**src/rtl/sir_defines.vh**
```
// register map, field positions and reset values of the serial block
`ifndef SIR_DEFINES_VH
`define SIR_DEFINES_VH
`define SIR_OFF_MODE      8'h00
`define SIR_OFF_CTRL      8'h04
`define SIR_OFF_BAUD      8'h08
`define SIR_OFF_TXDATA    8'h0C
`define SIR_OFF_RXDATA    8'h10
`define SIR_OFF_STATUS    8'h14
`define SIR_OFF_IRCTL     8'h18
`define SIR_OFF_EXTMODE   8'h1C
`define SIR_MODE_SYNC     7
`define SIR_MODE_WLEN     6
`define SIR_MODE_PAR_ON   5
`define SIR_MODE_PAR_ODD  4
`define SIR_MODE_STOP2    3
`define SIR_MODE_SHORT    2
`define SIR_CTRL_TXEN     5
`define SIR_CTRL_RXEN     4
`define SIR_ST_TXEMPTY    7
`define SIR_ST_RXFULL     6
`define SIR_ST_OVERRUN    5
`define SIR_ST_FRAME      4
`define SIR_ST_PARITY     3
`define SIR_ST_TXEND      2
`define SIR_IR_EN         7
`define SIR_EXT_HALF      3
`define SIR_RST_REG8      8'h00
`define SIR_CKSRC_PINIO   2'b00
`define SIR_CKSRC_OUT     2'b01
`define SIR_CKSRC_EXT     2'b10
`define SIR_PW_BIT316     3'h0
`define SIR_PW_DIV4       3'h2
`define SIR_PW_DIV8       3'h3
`define SIR_PW_DIV16      3'h4
`define SIR_IRW_DIV4      6'h0C
`define SIR_IRW_DIV8      6'h18
`define SIR_IRW_DIV16     6'h30
`define SIR_IRW_316       4'h3
`endif

```
**src/rtl/sir_uart.v**
```verilog
// asynchronous serial transmitter/receiver with infrared pulse coding
`timescale 1ns/10ps
`include "sir_defines.vh"
module sir_uart (
  input  wire        aclk,
  input  wire        aresetn,
  input  wire [7:0]  s_axi_awaddr,
  input  wire        s_axi_awvalid,
  output wire        s_axi_awready,
  input  wire [31:0] s_axi_wdata,
  input  wire [3:0]  s_axi_wstrb,
  input  wire        s_axi_wvalid,
  output wire        s_axi_wready,
  output reg  [1:0]  s_axi_bresp,
  output reg         s_axi_bvalid,
  input  wire        s_axi_bready,
  input  wire [7:0]  s_axi_araddr,
  input  wire        s_axi_arvalid,
  output wire        s_axi_arready,
  output reg  [31:0] s_axi_rdata,
  output reg  [1:0]  s_axi_rresp,
  output reg         s_axi_rvalid,
  input  wire        s_axi_rready,
  output reg         serial_out_pin,
  input  wire        serial_in_pin,
  input  wire        serial_clock_pin_i,
  output reg         serial_clock_pin_o,
  output wire        serial_clock_pin_oe
);
  localparam TX_IDLE = 3'd0, TX_START = 3'd1, TX_DATA = 3'd2;
  localparam TX_PAR = 3'd3, TX_STOP1 = 3'd4, TX_STOP2 = 3'd5;
  localparam RX_IDLE = 3'd0, RX_START = 3'd1, RX_DATA = 3'd2;
  localparam RX_PAR = 3'd3, RX_STOP = 3'd4;
  reg  [7:0] mode_ff, ctrl_ff, baud_ff, tdr_ff, rdr_ff, ir_ff, ext_ff;
  reg        tx_empty_ff, rx_full_ff, ovr_ff, frm_ff, per_ff, tend_ff;
  reg  [7:0] awaddr_ff, wdata_ff;
  reg        aw_got_ff, w_got_ff, wstb_ff;
  reg  [7:0] div_ff;
  reg  [2:0] sck_sync_ff, rx_sync_ff;
  reg  [3:0] tph_ff, rph_ff, irh_ff;
  reg  [2:0] tx_st_ff, rx_st_ff, tidx_ff, ridx_ff;
  reg  [7:0] tsr_ff, rsh_ff;
  reg        tpar_ff, rpar_ff, rperr_ff, rline_prev_ff;
  reg  [5:0] irc_ff;
  // bus side
  wire aw_take = s_axi_awvalid & s_axi_awready;
  wire w_take  = s_axi_wvalid & s_axi_wready;
  assign s_axi_awready = ~aw_got_ff & ~s_axi_bvalid;
  assign s_axi_wready  = ~w_got_ff & ~s_axi_bvalid;
  assign s_axi_arready = ~s_axi_rvalid;
  wire       wr_go  = (aw_got_ff | aw_take) & (w_got_ff | w_take);
  wire [7:0] wa     = aw_take ? s_axi_awaddr : awaddr_ff;
  wire [7:0] wd     = w_take ? s_axi_wdata[7:0] : wdata_ff;
  wire       wlane  = w_take ? s_axi_wstrb[0] : wstb_ff;
  wire       wr_en  = wr_go & wlane;
  wire       wr_tdr = wr_en & (wa == `SIR_OFF_TXDATA);
  wire       wr_st  = wr_en & (wa == `SIR_OFF_STATUS);
  wire       ar_take = s_axi_arvalid & s_axi_arready;
  wire       rd_rdr = ar_take & (s_axi_araddr == `SIR_OFF_RXDATA);
  wire       wr_map = (wa[7:5] == 3'b000) & (wa[1:0] == 2'b00);
  // configuration decode
  wire       ir_en  = ir_ff[`SIR_IR_EN];
  wire [2:0] pw_sel = ir_ff[6:4];
  wire       half   = ext_ff[`SIR_EXT_HALF] &
                      ~mode_ff[`SIR_MODE_SYNC];
  wire [3:0] ph_last = half ? 4'h7 : 4'hF;
  wire [3:0] ph_samp = half ? 4'h3 : 4'h7;
  wire       short  = mode_ff[`SIR_MODE_SHORT];
  wire       par_on = mode_ff[`SIR_MODE_PAR_ON];
  wire       wlen7  = mode_ff[`SIR_MODE_WLEN];
  // short word: parity bit present only with the 7-bit selection
  wire [2:0] last_idx = (short & par_on) ? 3'd4 :
                        (wlen7 ? 3'd6 : 3'd7);
  wire       has_par = short ? wlen7 : par_on;
  wire       odd     = mode_ff[`SIR_MODE_PAR_ODD];
  wire       stop2   = mode_ff[`SIR_MODE_STOP2];
  wire [1:0] cksrc   = ctrl_ff[1:0];
  wire       txen    = ctrl_ff[`SIR_CTRL_TXEN];
  wire       rxen    = ctrl_ff[`SIR_CTRL_RXEN];
  // oversample tick: divider or external pin edge
  wire ext_clk = (cksrc == `SIR_CKSRC_EXT);
  wire os_tick = ext_clk ? (sck_sync_ff[1] & ~sck_sync_ff[2]) :
                           (div_ff >= baud_ff);
  assign serial_clock_pin_oe = ~mode_ff[`SIR_MODE_SYNC] &
                               (cksrc == `SIR_CKSRC_OUT);
  // free running transmit bit clock
  wire tbit_end = os_tick & (tph_ff == ph_last);
  wire tx_avail = txen & ~tx_empty_ff;
  reg        tx_load, tx_fin;
  reg  [2:0] nxt_tx_st;
  always @* begin
    tx_load   = 1'b0;
    tx_fin    = 1'b0;
    nxt_tx_st = tx_st_ff;
    if (tbit_end) begin
      case (tx_st_ff)
        TX_IDLE:  if (tx_avail) begin
          tx_load   = 1'b1;
          nxt_tx_st = TX_START;
        end
        TX_START: nxt_tx_st = TX_DATA;
        TX_DATA:  if (tidx_ff == last_idx)
          nxt_tx_st = has_par ? TX_PAR : TX_STOP1;
        TX_PAR:   nxt_tx_st = TX_STOP1;
        TX_STOP1: if (stop2) nxt_tx_st = TX_STOP2;
          else tx_fin = 1'b1;
        TX_STOP2: tx_fin = 1'b1;
        default:  nxt_tx_st = TX_IDLE;
      endcase
      // back to back frames when the holding register is full
      if (tx_fin) begin
        tx_load   = tx_avail;
        nxt_tx_st = tx_avail ? TX_START : TX_IDLE;
      end
    end
  end
  reg txbit;
  always @* begin
    case (tx_st_ff)
      TX_START: txbit = 1'b0;
      TX_DATA:  txbit = tsr_ff[0];
      TX_PAR:   txbit = tpar_ff ^ odd;
      default:  txbit = 1'b1;
    endcase
  end
  reg ir_pulse;
  always @* begin
    case (pw_sel)
      `SIR_PW_DIV4:  ir_pulse = irc_ff < `SIR_IRW_DIV4;
      `SIR_PW_DIV8:  ir_pulse = irc_ff < `SIR_IRW_DIV8;
      `SIR_PW_DIV16: ir_pulse = irc_ff < `SIR_IRW_DIV16;
      default:       ir_pulse = tph_ff < `SIR_IRW_316;
    endcase
  end
  // receive path; pulse stretched into one low bit when coded
  wire rline = ir_en ? (irh_ff == 4'h0) : rx_sync_ff[2];
  wire r_samp = os_tick & (rph_ff == ph_samp);
  wire r_done = r_samp & (rx_st_ff == RX_STOP);
  reg [7:0] r_align;
  always @* begin
    case (last_idx)
      3'd4:    r_align = {3'b000, rsh_ff[7:3]};
      3'd6:    r_align = {1'b0, rsh_ff[7:1]};
      default: r_align = rsh_ff;
    endcase
  end
  always @(posedge aclk) begin
    if (!aresetn) begin
      mode_ff <= `SIR_RST_REG8;
      ctrl_ff <= `SIR_RST_REG8;
      baud_ff <= `SIR_RST_REG8;
      tdr_ff <= `SIR_RST_REG8;
      rdr_ff <= `SIR_RST_REG8;
      ir_ff <= `SIR_RST_REG8;
      ext_ff <= `SIR_RST_REG8;
      tx_empty_ff <= 1'b1;
      rx_full_ff <= 1'b0;
      ovr_ff <= 1'b0;
      frm_ff <= 1'b0;
      per_ff <= 1'b0;
      tend_ff <= 1'b1;
      aw_got_ff <= 1'b0;
      w_got_ff <= 1'b0;
      s_axi_bvalid <= 1'b0;
      s_axi_bresp <= 2'b00;
      s_axi_rvalid <= 1'b0;
      s_axi_rresp <= 2'b00;
      s_axi_rdata <= 32'h0000_0000;
      div_ff <= 8'h00;
      sck_sync_ff <= 3'b000;
      rx_sync_ff <= 3'b111;
      tph_ff <= 4'h0;
      rph_ff <= 4'h0;
      irh_ff <= 4'h0;
      irc_ff <= 6'h00;
      tx_st_ff <= TX_IDLE;
      rx_st_ff <= RX_IDLE;
      rline_prev_ff <= 1'b1;
      serial_out_pin <= 1'b1;
      serial_clock_pin_o <= 1'b0;
    end else begin
      // write channel pairing, either order
      if (aw_take & ~wr_go) begin
        aw_got_ff <= 1'b1;
        awaddr_ff <= s_axi_awaddr;
      end
      if (w_take & ~wr_go) begin
        w_got_ff <= 1'b1;
        wdata_ff <= s_axi_wdata[7:0];
        wstb_ff <= s_axi_wstrb[0];
      end
      if (wr_go) begin
        aw_got_ff <= 1'b0;
        w_got_ff <= 1'b0;
        s_axi_bvalid <= 1'b1;
        s_axi_bresp <= wr_map ? 2'b00 : 2'b10;
      end else if (s_axi_bready)
        s_axi_bvalid <= 1'b0;
      if (wr_en) begin
        case (wa)
          `SIR_OFF_MODE:    mode_ff <= {wd[7:2], 2'b00};
          `SIR_OFF_CTRL:    ctrl_ff <= {2'b00, wd[5:4], 2'b00, wd[1:0]};
          `SIR_OFF_BAUD:    baud_ff <= wd;
          `SIR_OFF_TXDATA:  tdr_ff <= wd;
          `SIR_OFF_IRCTL:   ir_ff <= {wd[7:4], 4'h0};
          `SIR_OFF_EXTMODE: ext_ff <= {4'h0, wd[3], 3'b000};
          default: ;
        endcase
      end
      if (ar_take) begin
        s_axi_rvalid <= 1'b1;
        s_axi_rresp <= 2'b00;
        case (s_axi_araddr)
          `SIR_OFF_MODE:    s_axi_rdata <= {24'h00_0000, mode_ff};
          `SIR_OFF_CTRL:    s_axi_rdata <= {24'h00_0000, ctrl_ff};
          `SIR_OFF_BAUD:    s_axi_rdata <= {24'h00_0000, baud_ff};
          `SIR_OFF_TXDATA:  s_axi_rdata <= {24'h00_0000, tdr_ff};
          `SIR_OFF_RXDATA:  s_axi_rdata <= {24'h00_0000, rdr_ff};
          `SIR_OFF_STATUS:  s_axi_rdata <= {24'h00_0000, tx_empty_ff,
            rx_full_ff, ovr_ff, frm_ff, per_ff, tend_ff, 2'b00};
          `SIR_OFF_IRCTL:   s_axi_rdata <= {24'h00_0000, ir_ff};
          `SIR_OFF_EXTMODE: s_axi_rdata <= {24'h00_0000, ext_ff};
          default: begin
            s_axi_rdata <= 32'h0000_0000;
            s_axi_rresp <= 2'b10;
          end
        endcase
      end else if (s_axi_rready)
        s_axi_rvalid <= 1'b0;
      // clocking; synchroniser first stages feed only the next stage
      sck_sync_ff <= {sck_sync_ff[1:0], serial_clock_pin_i};
      rx_sync_ff <= {rx_sync_ff[1:0], serial_in_pin};
      div_ff <= (div_ff >= baud_ff) ? 8'h00 : div_ff + 8'h01;
      if (os_tick)
        tph_ff <= (tph_ff == ph_last) ? 4'h0 : tph_ff + 4'h1;
      serial_clock_pin_o <= half ? tph_ff[2] : tph_ff[3];
      // transmitter
      tx_st_ff <= nxt_tx_st;
      if (tbit_end) begin
        irc_ff <= 6'h00;
        if (tx_st_ff == TX_DATA) begin
          tsr_ff <= {1'b0, tsr_ff[7:1]};
          tpar_ff <= tpar_ff ^ tsr_ff[0];
          tidx_ff <= tidx_ff + 3'd1;
        end
      end else if (irc_ff != 6'h3F)
        irc_ff <= irc_ff + 6'h01;
      if (tx_load) begin
        tsr_ff <= wr_tdr ? wd : tdr_ff;
        tpar_ff <= 1'b0;
        tidx_ff <= 3'd0;
      end
      // hardware set beats software write
      if (tx_load | ~txen)
        tx_empty_ff <= 1'b1;
      else if (wr_tdr)
        tx_empty_ff <= 1'b0;
      if (tx_fin & ~tx_avail)
        tend_ff <= 1'b1;
      else if (tx_load)
        tend_ff <= 1'b0;
      serial_out_pin <= ir_en ? (~txbit & ir_pulse) : txbit;
      // receiver
      rline_prev_ff <= rline;
      if (ir_en & rx_sync_ff[1] & ~rx_sync_ff[2])
        irh_ff <= ph_last;
      else if (os_tick & (irh_ff != 4'h0))
        irh_ff <= irh_ff - 4'h1;
      if (os_tick)
        rph_ff <= (rph_ff == ph_last) ? 4'h0 : rph_ff + 4'h1;
      case (rx_st_ff)
        RX_IDLE: if (rxen & rline_prev_ff & ~rline) begin
          rx_st_ff <= RX_START;
          rph_ff <= 4'h0;
        end
        RX_START: if (r_samp) begin
          rx_st_ff <= rline ? RX_IDLE : RX_DATA;
          ridx_ff <= 3'd0;
          rpar_ff <= 1'b0;
          rperr_ff <= 1'b0;
        end
        RX_DATA: if (r_samp) begin
          rsh_ff <= {rline, rsh_ff[7:1]};
          rpar_ff <= rpar_ff ^ rline;
          ridx_ff <= ridx_ff + 3'd1;
          if (ridx_ff == last_idx)
            rx_st_ff <= has_par ? RX_PAR : RX_STOP;
        end
        RX_PAR: if (r_samp) begin
          rperr_ff <= (rpar_ff ^ rline) != odd;
          rx_st_ff <= RX_STOP;
        end
        RX_STOP: if (r_samp)
          rx_st_ff <= RX_IDLE;
        default: rx_st_ff <= RX_IDLE;
      endcase
      if (r_done & ~rx_full_ff)
        rdr_ff <= r_align;
      if (r_done & ~rx_full_ff)
        rx_full_ff <= 1'b1;
      else if (rd_rdr)
        rx_full_ff <= 1'b0;
      if (r_done & rx_full_ff)
        ovr_ff <= 1'b1;
      else if (wr_st & ~wd[`SIR_ST_OVERRUN])
        ovr_ff <= 1'b0;
      if (r_done & ~rline)
        frm_ff <= 1'b1;
      else if (wr_st & ~wd[`SIR_ST_FRAME])
        frm_ff <= 1'b0;
      if (r_done & rperr_ff & ~rx_full_ff)
        per_ff <= 1'b1;
      else if (wr_st & ~wd[`SIR_ST_PARITY])
        per_ff <= 1'b0;
    end
  end
endmodule // sir_uart

```
**config.mk**
```make
export PLATFORM = sky130hd
export DESIGN_NAME = sir_uart
export DESIGN_NICKNAME = d
export VERILOG_FILES = /design/src/rtl/sir_uart.v
export VERILOG_INCLUDE_DIRS = /design/src /design/src/rtl
export SDC_FILE = /design/constraint.sdc
export NUM_CORES = 1
export LEC_CHECK = 0
export BUFFER_PORTS_ARGS = -buffer_cell sky130_fd_sc_hd__buf_2
export CAP_MARGIN = 30
export CORE_ASPECT_RATIO = 1.5
export CORE_MARGIN = 5
export CORE_UTILIZATION = 53
export CTS_BUF_LIST = sky130_fd_sc_hd__clkbuf_2
export CTS_CLUSTER_DIAMETER = 40
export DETAILED_ROUTE_END_ITERATION = 8
export PLACE_DENSITY = 0.78
export SYNTH_ARGS = -nofsm -noshare
export SYNTH_HDL_FRONTEND = slang
export SYNTH_SLANG_ARGS = --single-unit
```
**constraint.sdc**
```tcl
create_clock -name aclk -period 3 [get_ports aclk]
set_input_delay 0.75 -clock aclk [delete_from_list [all_inputs] [get_ports aclk]]
set_output_delay 0.75 -clock aclk [all_outputs]
set_load 0.01 [all_outputs]
```
==> run metrics <==
most crowded layer after global routing met2; first-pass GRT wire length roughly 26 mm; vertical extent of the die approximately 150 um; WS Path Type register to register; latest clock arrival within the worst-skew pair about 720 ps; outcome complete, no violations; cell at the root of the clock tree sky130_fd_sc_hd__clkbuf_2; Remaining DRCs 0; final core area utilization 0.586; sum of routed wire length over all layers 16.7 mm; sum of internal, switching and leakage power approximately 3600 uW; register-to-register setup slack 350 ps; Top FF cell, synth sky130_fd_sc_hd__dfxtp_1; post-CTS clock slew at the launch and capture registers of the worst setup and hold paths 230 ps; CP Data Required Time 3650 ps; max-cap check violation count 0; dominant cell type by area after synthesis sky130_fd_sc_hd__dfxtp_1; setup repair after global routing missed its margin no; Worst Setup End Kind register; number of sinks driven by the clock tree 142; Crit Reg-Reg Endpoint irc_ff[4]; Post-Syn Instances 713; met1 Resource Use GR 0.240; DRT Pass-1 Iters 5; HPWL after detailed placement about 13 mm; Yosys Warn Count 0; static leakage power just under 0.003 uW; Total GRT Usage 0.218; count of input and output buffers 51; path depth of the worst reg2reg path 9; worst clock skew 38.5 ps; fraction of layout instances using a drive strength above 1 0.176; clock tree from TritonCTS done; share of the clock period used by the worst path after layout 0.882; post-cts gate resize count 0; grt total ovfl 0; routability congestion estimate 0.880; Relative slew margins 0.430; Die Outline Area between 0.015 and 0.02 mm2; effective utilization at floorplan 0.535; final slew viol count 0; setup bufs post-CTS 0; biggest area contributors in the synthesized netlist sky130_fd_sc_hd__dfxtp_1 29%, sky130_fd_sc_hd__edfxtp_1 18%, sky130_fd_sc_hd__nor2_1 4.9%; Total Neg Setup Slack 0 ps; Final setup viols 0; Post-Syn Area per Cell 9.68 um2; maximum buffer depth of the clock tree 2; most frequent cells in the layout 100 x sky130_fd_sc_hd__dfxtp_1, 91 x sky130_fd_sc_hd__nor2_1, 51 x sky130_fd_sc_hd__buf_2, 45 x sky130_fd_sc_hd__nand2_1; area grow syn2layout 9.35%; site row count 51; layout net count 849; maximum fanout along the worst path 11; pin count of the biggest net entering global routing 41; via count of the first global-routing pass 5369; Hold Crit Depth 1; average detailed-routed wire length per instance 17.7 um; I/O pin count 105; transition time of the tightest slew-check pin 848 ps; Peak supply drop 0.220 mV; initial antenna violation count 1; crit start category register; part of the Yosys area used for sequential elements 0.473; number of library cell types mapped by synthesis 66; endpoint of the worst hold-timing path awaddr_ff[0]; Iter 0 DRT Violations 332; time the final worst path needs with I/O delays and setup 2650 ps; Core Box Area 0.0129 mm2; Die Wd just over 100 um; Hold Startpoint s_axi_awaddr[0]; area share of the leading cell type in the synthesized netlist 0.290; hold violation total from the final report 0; worst path arrival time around 3300 ps; number of synthesized register bits 142; power density over cell area 480 mW/mm2; Tightest Hold Check Type input port to register; number of nets still failing antenna checks after routing 0; highest clock rate ~0.38 GHz; number of levels in the clock H-tree 4; met3 layer usage reported by global route 0.0443; most common library cell in the layout ignoring fill and taps sky130_fd_sc_hd__dfxtp_1; post-synthesis instance area 0.00690 mm2; count of flip-flops with a built-in enable after synthesis 42; post-cts hold buffer count 0; via density per instance 5.79; number of buffers created by CTS 17; reg-to-reg critical path startpoint baud_ff[6]; via count of the routed design 5485; Filler Cell Count 1101; met2 track utilization from global routing 0.396; asr flop ratio synth 0
logic make-up after synthesis:
logic type | count (synthesis) | synth area share
flops | 142 | 0.473
buf+inv | 83 | 0.0607
xor+xnor | 27 | 0.0343
simple gates | 249 | 0.177
mux | 58 | 0.0939
fa+ha+maj | 15 | 0.0272
other cells | 1 | 0.000543
compound gates | 138 | 0.133
flip-flops by register name, indices dropped and copies added, names as in the netlist, 4 cells and up:
signal / cells
awaddr_ff: 8
wdata_ff: 8
ir_ff: 4
irh_ff: 4
baud_ff: 8
ctrl_ff: 4
s_axi_rdata: 8
tdr_ff: 8
tsr_ff: 8
mode_ff: 6
tph_ff: 4
rsh_ff: 8
rph_ff: 4
div_ff: 8
irc_ff: 6
rdr_ff: 8
worst max-delay path by stage:
| stage | slack, ps | start | cells after the start | to |
|---|---|---|---|---|
| 3_3_place_gp | 120 | s_axi_awvalid | 7 | tsr_ff[3] |
| 6_report | 350 | baud_ff[6] | 9 | irc_ff[4] |
| 5_1_grt | 130 | s_axi_bvalid | 5 | baud_ff[4] |
| 3_5_place_dp | -2 | s_axi_awvalid | 6 | baud_ff[5] |
| 4_1_cts | 390 | baud_ff[6] | 9 | irc_ff[4] |
| 2_1_floorplan | 10 | s_axi_awvalid | 7 | tsr_ff[5] |
synth_stat cells (17+ instances only):
cell,count
sky130_fd_sc_hd__o21ai_0,17
sky130_fd_sc_hd__nor2_1,91
sky130_fd_sc_hd__nand2_1,45
sky130_fd_sc_hd__buf_4,26
sky130_fd_sc_hd__nor3_1,29
sky130_fd_sc_hd__a21oi_1,42
sky130_fd_sc_hd__inv_1,26
sky130_fd_sc_hd__nand3_1,19
sky130_fd_sc_hd__mux2_2,20
sky130_fd_sc_hd__mux2i_1,34
sky130_fd_sc_hd__edfxtp_1,42
sky130_fd_sc_hd__clkbuf_1,25
sky130_fd_sc_hd__dfxtp_1,100
stage by stage:
stage | hold slack [ps] | cell area, um2 | setup WS (ps) | cells
5_1_grt | 129 | 7540 | 133 | 946
2_1_floorplan | 386 | 7000 | 10.1 | 738
6_report | 200 | 7550 | 353 | 947
4_1_cts | 162 | 7540 | 393 | 945
3_3_place_gp | 390 | 7310 | 123 | 913
3_5_place_dp | 402 | 7310 | -2.00 | 913
routing by layer:
metal,vias to the layer above,share of wire
met1,2605,0.38
li1,2642,-
met5,-,0
met2,200,0.53
met4,0,0.031
met3,38,0.062
layout make-up:
type,count,area [um2],share of cell area
well taps,159,199,0.0264
flip-flops and latches,142,3260,0.432
clock buffers,19,95.1,0.0126
clock inverters,13,140,0.0186
inverters,27,101,0.0134
diodes,2,5.00,0.000663
multi-input cells,513,3320,0.440
repair buffers,72,425,0.0564
worst max-delay path: stages, from the launching register on:
cell	delay, ps
sky130_fd_sc_hd__dfxtp_1	380
sky130_fd_sc_hd__inv_1	80
sky130_fd_sc_hd__ha_1	310
sky130_fd_sc_hd__a21o_1	190
sky130_fd_sc_hd__a21oi_1	360
sky130_fd_sc_hd__nand2_1	130
sky130_fd_sc_hd__o211ai_1	410
sky130_fd_sc_hd__buf_4	280
sky130_fd_sc_hd__nand2_1	210
sky130_fd_sc_hd__nor3_1	250
where the power goes:
part | switching [uW] | internal, uW | total (uW) | leakage [uW]
Sequential | 55.0 | 2040 | 2090 | 0.00119
Clock | 715 | 391 | 1110 | 0.000137
Combinational | 256 | 171 | 427 | 0.00157
No activity file was read; power rests on OpenSTA's default activity.
